<file path="src/hw/rxo_pkg.sv">
// Package for the receive options register bank: map, fields, reset values
package rxo_pkg;
  localparam logic [7:0] RXO_ADDR_RECEIVE_OPTIONS = 8'h00;
  localparam int RXO_ADDR_TEST_BIT = 7;
  localparam int RXO_BIT_UNFRAMED = 6;
  localparam int RXO_BIT_ES_BYPASS = 5;
  localparam int RXO_BIT_SLIP_CLK = 4;
  localparam int RXO_BIT_RAW_PCM = 3;
  localparam int RXO_BIT_SF_PULSE = 2;
  localparam int RXO_BIT_ALT_SUPP = 1;
  localparam int RXO_BIT_FRAME_ALIGNMENT_CHANGE_CNT = 0;
  localparam logic [7:0] RXO_WR_MASK = 8'h7F;
  localparam logic [7:0] RXO_RESET = 8'h00;
  localparam logic [7:0] RXO_UNUSED_READ = 8'h00;
endpackage : rxo_pkg

</file>
<file path="src/hw/rxo_regs.sv">
// Receive options register with normal-mode address decode and control outputs
`timescale 1ns/1ps
// How it works
// - Address bit seven low selects normal registers; 80H-FFH belong to test space.
// - Writes to unused bit positions change nothing.
// - Every writable bit reads back the value last written.
// - Reset clears every writable bit to zero.
// - Offset 00H: bit6 unframed, 5 bypass, 4 slip clock, 3 raw PCM, 2 SF, 1 alt, 0 count.
// - Unframed mode disables the frame aligner; data passes without alignment.
// - Alarm integrator keeps running while unframed mode is set.
// - Unframed mode zero lets the frame aligner search normally.
// - Bypass routes elastic store inputs straight to outputs.
// - Slip clock select one feeds transmitter clock to the store system side.
// - Slip clock select zero feeds backplane receive clock to the system side.
// - Slip clock selection acts only while bypass is set.
// - Raw PCM select picks undecoded PCM at one, decoded PCM at zero.
// - Frame pulse every framing bit, or only at superframe start when selected.
// - Alternate suppress drops every second frame pulse.
// - Count select one counts alignment changes, zero counts out-of-frame events.
module rxo_regs
  import rxo_pkg::*;
(
  input wire logic clk_i,
  input wire logic rst_i,
  input wire logic cs_i,
  input wire logic wr_i,
  input wire logic rd_i,
  input wire logic [7:0] addr_i,
  input wire logic [7:0] wdata_i,
  output logic [7:0] rdata_o,
  output logic frame_aligner_en_o,
  output logic alarm_integrator_en_o,
  output logic elastic_store_bypass_o,
  output logic slip_clk_from_tx_o,
  output logic raw_pcm_select_o,
  output logic superframe_pulse_select_o,
  output logic alternate_pulse_suppress_o,
  output logic alignment_change_count_select_o
);
  import rxo_pkg::*;

  typedef enum logic [1:0] {RXO_IDLE = 2'b00, RXO_ACK = 2'b01} rxo_state_t;

  logic [7:0] opt_ff;
  logic [7:0] nxt_opt;
  logic [7:0] rdata_ff;
  logic [7:0] nxt_rdata;
  rxo_state_t st_ff;
  rxo_state_t nxt_st;
  logic aligner_en_ff;
  logic nxt_aligner_en;
  logic alarm_en_ff;
  logic nxt_alarm_en;
  logic slip_tx_ff;
  logic nxt_slip_tx;

  // Decode of the single register, normal space only
  function automatic logic rxo_hit(input logic [7:0] a);
    rxo_hit = !a[RXO_ADDR_TEST_BIT] && (a == RXO_ADDR_RECEIVE_OPTIONS);
  endfunction : rxo_hit

  // Next register, read data and access state
  always_comb
  begin
    nxt_opt = opt_ff;
    nxt_rdata = rdata_ff;
    nxt_st = st_ff;
    case (st_ff)
      RXO_IDLE:
      begin
        if (cs_i && wr_i && rxo_hit(addr_i))
        begin
          nxt_opt = wdata_i & RXO_WR_MASK;
          nxt_st = RXO_ACK;
        end
        if (cs_i && rd_i)
        begin
          // Unused bit reads as zero; unmapped addresses return zero
          nxt_rdata = rxo_hit(addr_i) ? ((opt_ff & RXO_WR_MASK) | RXO_UNUSED_READ)
                                      : 8'h00;
        end
      end
      RXO_ACK:
        nxt_st = RXO_IDLE;
      default:
        nxt_st = RXO_IDLE;
    endcase
    // Derived controls follow the next register value so they land with it
    nxt_aligner_en = !nxt_opt[RXO_BIT_UNFRAMED];
    // The integrator is independent of framing mode and is never switched off
    nxt_alarm_en = 1'b1;
    // Substitution is gated by bypass so a stray select cannot disturb the store
    nxt_slip_tx = nxt_opt[RXO_BIT_SLIP_CLK] & nxt_opt[RXO_BIT_ES_BYPASS];
  end

  // Registers; the control flops load from the next value so they land with it
  always_ff @(posedge clk_i)
  begin
    if (rst_i)
    begin
      opt_ff <= RXO_RESET;
      rdata_ff <= 8'h00;
      st_ff <= RXO_IDLE;
      aligner_en_ff <= !RXO_RESET[RXO_BIT_UNFRAMED];
      alarm_en_ff <= 1'b1;
      slip_tx_ff <= RXO_RESET[RXO_BIT_SLIP_CLK] & RXO_RESET[RXO_BIT_ES_BYPASS];
    end
    else
    begin
      opt_ff <= nxt_opt;
      rdata_ff <= nxt_rdata;
      st_ff <= nxt_st;
      aligner_en_ff <= nxt_aligner_en;
      alarm_en_ff <= nxt_alarm_en;
      slip_tx_ff <= nxt_slip_tx;
    end
  end

  // Outputs come straight from flops so downstream selects see no decode glitches
  assign rdata_o = rdata_ff;
  assign frame_aligner_en_o = aligner_en_ff;
  assign alarm_integrator_en_o = alarm_en_ff;
  assign elastic_store_bypass_o = opt_ff[RXO_BIT_ES_BYPASS];
  assign slip_clk_from_tx_o = slip_tx_ff;
  assign raw_pcm_select_o = opt_ff[RXO_BIT_RAW_PCM];
  assign superframe_pulse_select_o = opt_ff[RXO_BIT_SF_PULSE];
  assign alternate_pulse_suppress_o = opt_ff[RXO_BIT_ALT_SUPP];
  assign alignment_change_count_select_o = opt_ff[RXO_BIT_FRAME_ALIGNMENT_CHANGE_CNT];

  // A completed write reaches the bypass control on the next cycle
  AST_WRITE_TAKES: assert property (@(posedge clk_i) disable iff (rst_i)
    (cs_i && wr_i && rxo_hit(addr_i) && st_ff == RXO_IDLE) |=>
      (elastic_store_bypass_o == $past(wdata_i[RXO_BIT_ES_BYPASS])))
    else $error("bypass did not follow write");

  // The whole stored byte is the written byte with the unused bit dropped
  AST_WRITE_VALUE: assert property (@(posedge clk_i) disable iff (rst_i)
    (cs_i && wr_i && rxo_hit(addr_i) && st_ff == RXO_IDLE) |=>
      (opt_ff == ($past(wdata_i) & RXO_WR_MASK)))
    else $error("stored byte differs from write");

  // Nothing the processor writes can set the unused bit
  AST_UNUSED_ZERO: assert property (@(posedge clk_i) disable iff (rst_i)
    opt_ff[7] == 1'b0)
    else $error("unused bit stored");

  // Reset leaves the register clear on the following edge
  AST_RESET_CLEAR: assert property (@(posedge clk_i) rst_i |=> opt_ff == 8'h00)
    else $error("reset did not clear");

  // Reset also restores the derived controls to their cleared meaning
  AST_RESET_CONTROLS: assert property (@(posedge clk_i) rst_i |=>
    (frame_aligner_en_o && alarm_integrator_en_o && !slip_clk_from_tx_o))
    else $error("controls not cleared by reset");

  // Test space accesses never touch the register
  AST_TEST_SPACE: assert property (@(posedge clk_i) disable iff (rst_i)
    (addr_i[7] && !rst_i) |=> $stable(opt_ff))
    else $error("test space write changed register");

  // Writes to any other normal address leave this register alone
  AST_OTHER_ADDR: assert property (@(posedge clk_i) disable iff (rst_i)
    (cs_i && wr_i && !rxo_hit(addr_i)) |=> $stable(opt_ff))
    else $error("foreign write changed register");

  // A read returns the value held when the read was taken
  AST_READBACK: assert property (@(posedge clk_i) disable iff (rst_i)
    (cs_i && rd_i && st_ff == RXO_IDLE && rxo_hit(addr_i)) |=>
      rdata_o == $past(opt_ff))
    else $error("readback mismatch");

  // Addresses this block does not own read back as zero
  AST_UNMAPPED_READ: assert property (@(posedge clk_i) disable iff (rst_i)
    (cs_i && rd_i && st_ff == RXO_IDLE && !rxo_hit(addr_i)) |=>
      rdata_o == 8'h00)
    else $error("unmapped read not zero");

  // Read data stands until the next read
  AST_READ_HOLD: assert property (@(posedge clk_i) disable iff (rst_i)
    !(cs_i && rd_i) |=> $stable(rdata_o))
    else $error("read data changed without read");

  // Aligner runs exactly when unframed mode is clear
  AST_ALIGNER: assert property (@(posedge clk_i) disable iff (rst_i)
    frame_aligner_en_o != opt_ff[RXO_BIT_UNFRAMED])
    else $error("aligner enable wrong");

  // Transmit clock never reaches the store unless it is bypassed
  AST_SLIP_GATE: assert property (@(posedge clk_i) disable iff (rst_i)
    !elastic_store_bypass_o |-> !slip_clk_from_tx_o)
    else $error("slip clock without bypass");

  // With bypass and select both set the transmit clock is substituted
  AST_SLIP_ON: assert property (@(posedge clk_i) disable iff (rst_i)
    (opt_ff[RXO_BIT_SLIP_CLK] && opt_ff[RXO_BIT_ES_BYPASS]) |-> slip_clk_from_tx_o)
    else $error("transmit clock not substituted");

  // Select clear keeps the backplane receive clock on the system side
  AST_SLIP_OFF: assert property (@(posedge clk_i) disable iff (rst_i)
    !opt_ff[RXO_BIT_SLIP_CLK] |-> !slip_clk_from_tx_o)
    else $error("backplane clock not selected");

  // Without a write strobe the register holds
  AST_HOLD: assert property (@(posedge clk_i) disable iff (rst_i)
    !(cs_i && wr_i) |=> $stable(opt_ff))
    else $error("register changed without write");

  // A write arriving in the acknowledge cycle is refused
  AST_ACK_REFUSES: assert property (@(posedge clk_i) disable iff (rst_i)
    (st_ff == RXO_ACK) |=> $stable(opt_ff))
    else $error("write accepted in acknowledge cycle");

  // The alarm integrator is never switched off, framed or not
  AST_ALARM_ON: assert property (@(posedge clk_i) disable iff (rst_i)
    alarm_integrator_en_o)
    else $error("alarm integrator stopped");

  // Main scenarios: write, read, substitution, unframed, refused second write
  COV_WRITE: cover property (@(posedge clk_i) cs_i && wr_i && rxo_hit(addr_i));
  COV_READ: cover property (@(posedge clk_i) cs_i && rd_i && rxo_hit(addr_i));
  COV_SLIP: cover property (@(posedge clk_i) slip_clk_from_tx_o);
  COV_UNFRAMED: cover property (@(posedge clk_i) !frame_aligner_en_o);
  COV_ACK_WRITE: cover property (@(posedge clk_i) st_ff == RXO_ACK && cs_i && wr_i);
endmodule : rxo_regs

</file>
<file path="config.mk">
export PLATFORM = sky130hd
export DESIGN_NAME = rxo_regs
export DESIGN_NICKNAME = d
export VERILOG_FILES = /design/src/hw/rxo_pkg.sv /design/src/hw/rxo_regs.sv
export SDC_FILE = /design/constraint.sdc
export NUM_CORES = 1
export LEC_CHECK = 0
export BUFFER_PORTS_ARGS = -buffer_cell sky130_fd_sc_hd__buf_2
export CAP_MARGIN = 15
export CORE_UTILIZATION = 39
export CTS_CLUSTER_SIZE = 25
export DETAILED_ROUTE_END_ITERATION = 10
export PLACE_DENSITY = 0.74
export SLEW_MARGIN = 0
export SYNTH_ARGS = -nofsm -noshare
export SYNTH_HDL_FRONTEND = slang
export SYNTH_SLANG_ARGS = --single-unit
</file>
<file path="constraint.sdc">
create_clock -name clk_i -period 1.3 [get_ports clk_i]
set_input_delay 0.13 -clock clk_i [delete_from_list [all_inputs] [get_ports clk_i]]
set_output_delay 0.13 -clock clk_i [all_outputs]
set_load 0.03 [all_outputs]
</file>
==> flow_summary.json <==
{
  "min_period_ns": 1.244,
  "via_per_inst": 4.914,
  "preCtsSetupSlack_ns": -0.3023,
  "drv_cap": 0,
  "track_usage_pct": 17.24,
  "cts_resized": 1,
  "seqPwrFrac_pct": 59.0,
  "rows": 15,
  "critical_path_class": "input pin to register",
  "yosysWarningCount": 0,
  "fp.dieW_um": 46.13,
  "final_nets": 137,
  "clockPowerShare_pct": 31.4,
  "setup_viol": 0,
  "worstHoldPathType": "input pin to register",
  "slew_viol_final": 0,
  "timing.rr.start": "st_ff[0]$_SDFFE_PP0N_",
  "min_to": "opt_ff[3]$_SDFFE_PP0P_",
  "reg2reg_depth": 4,
  "area_growth_pct": 29.65,
  "run_status": "finished, final reports clean",
  "postSynthCellCount": 80,
  "nFillCells": 171,
  "grt_max_degree": 25,
  "cts_root_buffer": "clkbuf_4",
  "die_y_um": 46.13,
  "synthDistinctLibCells": 18,
  "reg2reg_slack_ns": 0.08,
  "swShare_pct": 23.35,
  "initial_utilization_pct": 42.60,
  "post-cts-setup-buffers": 0,
  "clk_latency_ns": 0.28,
  "portBuffers": 33,
  "clkTransAtPathRegs_ns": 0.10,
  "dp.cells": 136,
  "synth-seq-cells": 17,
  "cts-hold-fix-buffers": 0,
  "fin_tns_setup_ns": 0,
  "wl_met2_um": 737,
  "period_share_pct": 95.69,
  "fmax_ghz": 0.8039,
  "grt_pass1_wl_um": 2553,
  "grt-ovfl-total": 0,
  "path_delay_family": "simple AND/OR/NAND/NOR gates",
  "grt_pass1_vias": 614,
  "finalHoldViolCount": 0,
  "powerDensity_nw_per_um2": 896.8,
  "postSynthAreaPerCell_um2": 9.493,
  "p_sw_w": 0.0002062,
  "ant_nets": 0,
  "path_depth": 5,
  "antenna_found_initial": 0,
  "post-route-drc-count": 0,
  "arrival_ns": 1.46,
  "setup_slack_ns": 0.05601,
  "crit_chain": "buf_2 > or4_4 > nor3_4 > buf_4 > mux2i_1",
  "wl_per_cell_um": 11.74,
  "m1WireLength_um": 803,
  "p_leak_nw": 0.4184,
  "skew_ns": 0.003031,
  "min_path_cells": 3,
  "path_max_fanout": 6,
  "die-area_um2": 2128,
  "num_vias": 688,
  "top_layer": "met4",
  "worstHoldStart": "wdata_i[3]",
  "cts.sinks": 17,
  "startpoint_type": "input pin",
  "cts_buffers": 3,
  "path_buf_inv": 2,
  "place_congestion": 0.7465,
  "cell_internal_pwr_w": 0.0006769,
  "max_stage_delay_ns": 0.55,
  "startpoint": "addr_i[3]",
  "cp.required_ns": 1.51,
  "drt-total-wl_um": 1643,
  "synth_area_um2": 759.5,
  "syn-num-nets": 101,
  "num_antenna_cells": 0,
  "dpl.hpwl_um": 1218,
  "firstDrtPassIters": 4,
  "h-tree-depth": 1,
  "synth_seq_area_share_pct": 44.81,
  "timing.rr.end": "frame_aligner_en_o$_SDFF_PP1_",
  "rsz0062_at_grt": "no",
  "cts_tree": "built",
  "drtIter0Drc": 6,
  "final_cells": 140,
  "core_region_area_um2": 1783,
  "route.met3.wl_um": 89,
  "drive_gt1_share_pct": 38.26,
  "slowest_stage": "or4_4",
  "ir_worst_vdd_uv": 559.6,
  "io_pins": 37,
  "clock_path_buffers": 2,
  "combPwrFrac_pct": 9.6,
  "crit_path_end_kind": "register"
}
## Yosys cell counts, drive strengths merged
cell type	count	area [um^2]
nor3	1	10.01
mux2i	8	80.08
nand2	7	26.28
and3b	1	8.760
or4	2	18.77
nand4	7	43.79
mux2	1	15.01
dfxtp	17	340.3
nand3b	4	30.03
buf	3	26.27
nand2b	12	75.07
nor2b	2	12.51
nor4	3	18.77
clkbuf	3	11.26
a21oi	7	35.03
conb	2	7.510
## stage by stage
stage / utilization (%) / hold WS [ns] / cell area, um^2 / power, W
finish: 55.23 / 0.09579 / 984.7 / 0.0008831
global route: 55.23 / 0.09786 / 984.7 / 0.0009241
global placement: 53.40 / 0.3947 / 952.2 / 0.0006136
CTS: 55.23 / 0.09345 / 984.7 / 0.0008882
detailed placement: 53.40 / 0.3989 / 952.2 / 0.0006159
floorplan: - / 0.2847 / 763.2 / 0.0005783
## worst register-to-register path, stage by stage (launching register included)
cell and delay (ns):
dfxtp_1 0.32, nand3b_1 0.21, nor3_4 0.20, buf_4 0.21, mux2i_1 0.21
## routing by layer
| metal | vias up | track usage [%] |
|---|---|---|
| li1 | 348 | - |
| met1 | 313 | 22.41 |
| met2 | 25 | 25.92 |
| met3 | 2 | 5.882 |
| met4 | 0 | 7.059 |
| met5 | - | 0 |
## layout by cell type, fill, tap and decap left out, drive strengths merged, types with 3 or more instances in the layout
| master | Yosys | routed |
|---|---|---|
| a21oi | 7 | 7 |
| buf | 3 | 37 |
| clkbuf | 3 | 4 |
| dfxtp | 17 | 17 |
| mux2i | 8 | 8 |
| nand2 | 7 | 7 |
| nand2b | 12 | 12 |
| nand3b | 4 | 4 |
| nand4 | 7 | 7 |
| nor4 | 3 | 3 |
## worst max-delay path by stage
stage	end
floorplan	register
global placement	slip_clk_from_tx_o$_SDFF_PP0_
detailed placement	frame_aligner_en_o$_SDFF_PP1_
CTS	frame_aligner_en_o$_SDFF_PP1_
global route	frame_aligner_en_o$_SDFF_PP1_
finish	frame_aligner_en_o$_SDFF_PP1_
## area by class of cell
cell class / instances / area [um^2] / area share (%)
repair buffers: 37 / 195.2 / 19.82
flip-flops and latches: 17 / 340.3 / 34.56
multi-input cells: 57 / 391.6 / 39.77
clock buffers: 4 / 26.28 / 2.668
well taps: 25 / 31.28 / 3.177
## sequential cells by signal, summed over array words and instances, names as in the netlist, named ones only
register and flops:
opt_ff 6, rdata_o 7, frame_aligner_en_o 1, slip_clk_from_tx_o 1
st_ff 1
## cells by family (layout without fill, tap and decap cells)
group                  count (synthesis)  after routing  share of synthesized area, %
buffers and inverters                  6             41                         4.942
AO/OA/AOI/OAI                          7              7                         4.612
AND/OR/NAND/NOR                       39             39                         32.13
other                                  2              2                        0.9888
multiplexers                           9              9                         12.52
flip-flops                            17             17                         44.81
## power by group through the flow
stage	combinational, W	clock, W	sequential, W
after global routing	0.0000932	0.000310	0.000521
after global placement	0.0000808	0	0.000533
after detailed placement	0.0000832	0	0.000533
final	0.0000850	0.000277	0.000521
after floorplan	0.0000453	0	0.000533
after CTS	0.0000851	0.000282	0.000521
Power figures use the tool's default switching activity.
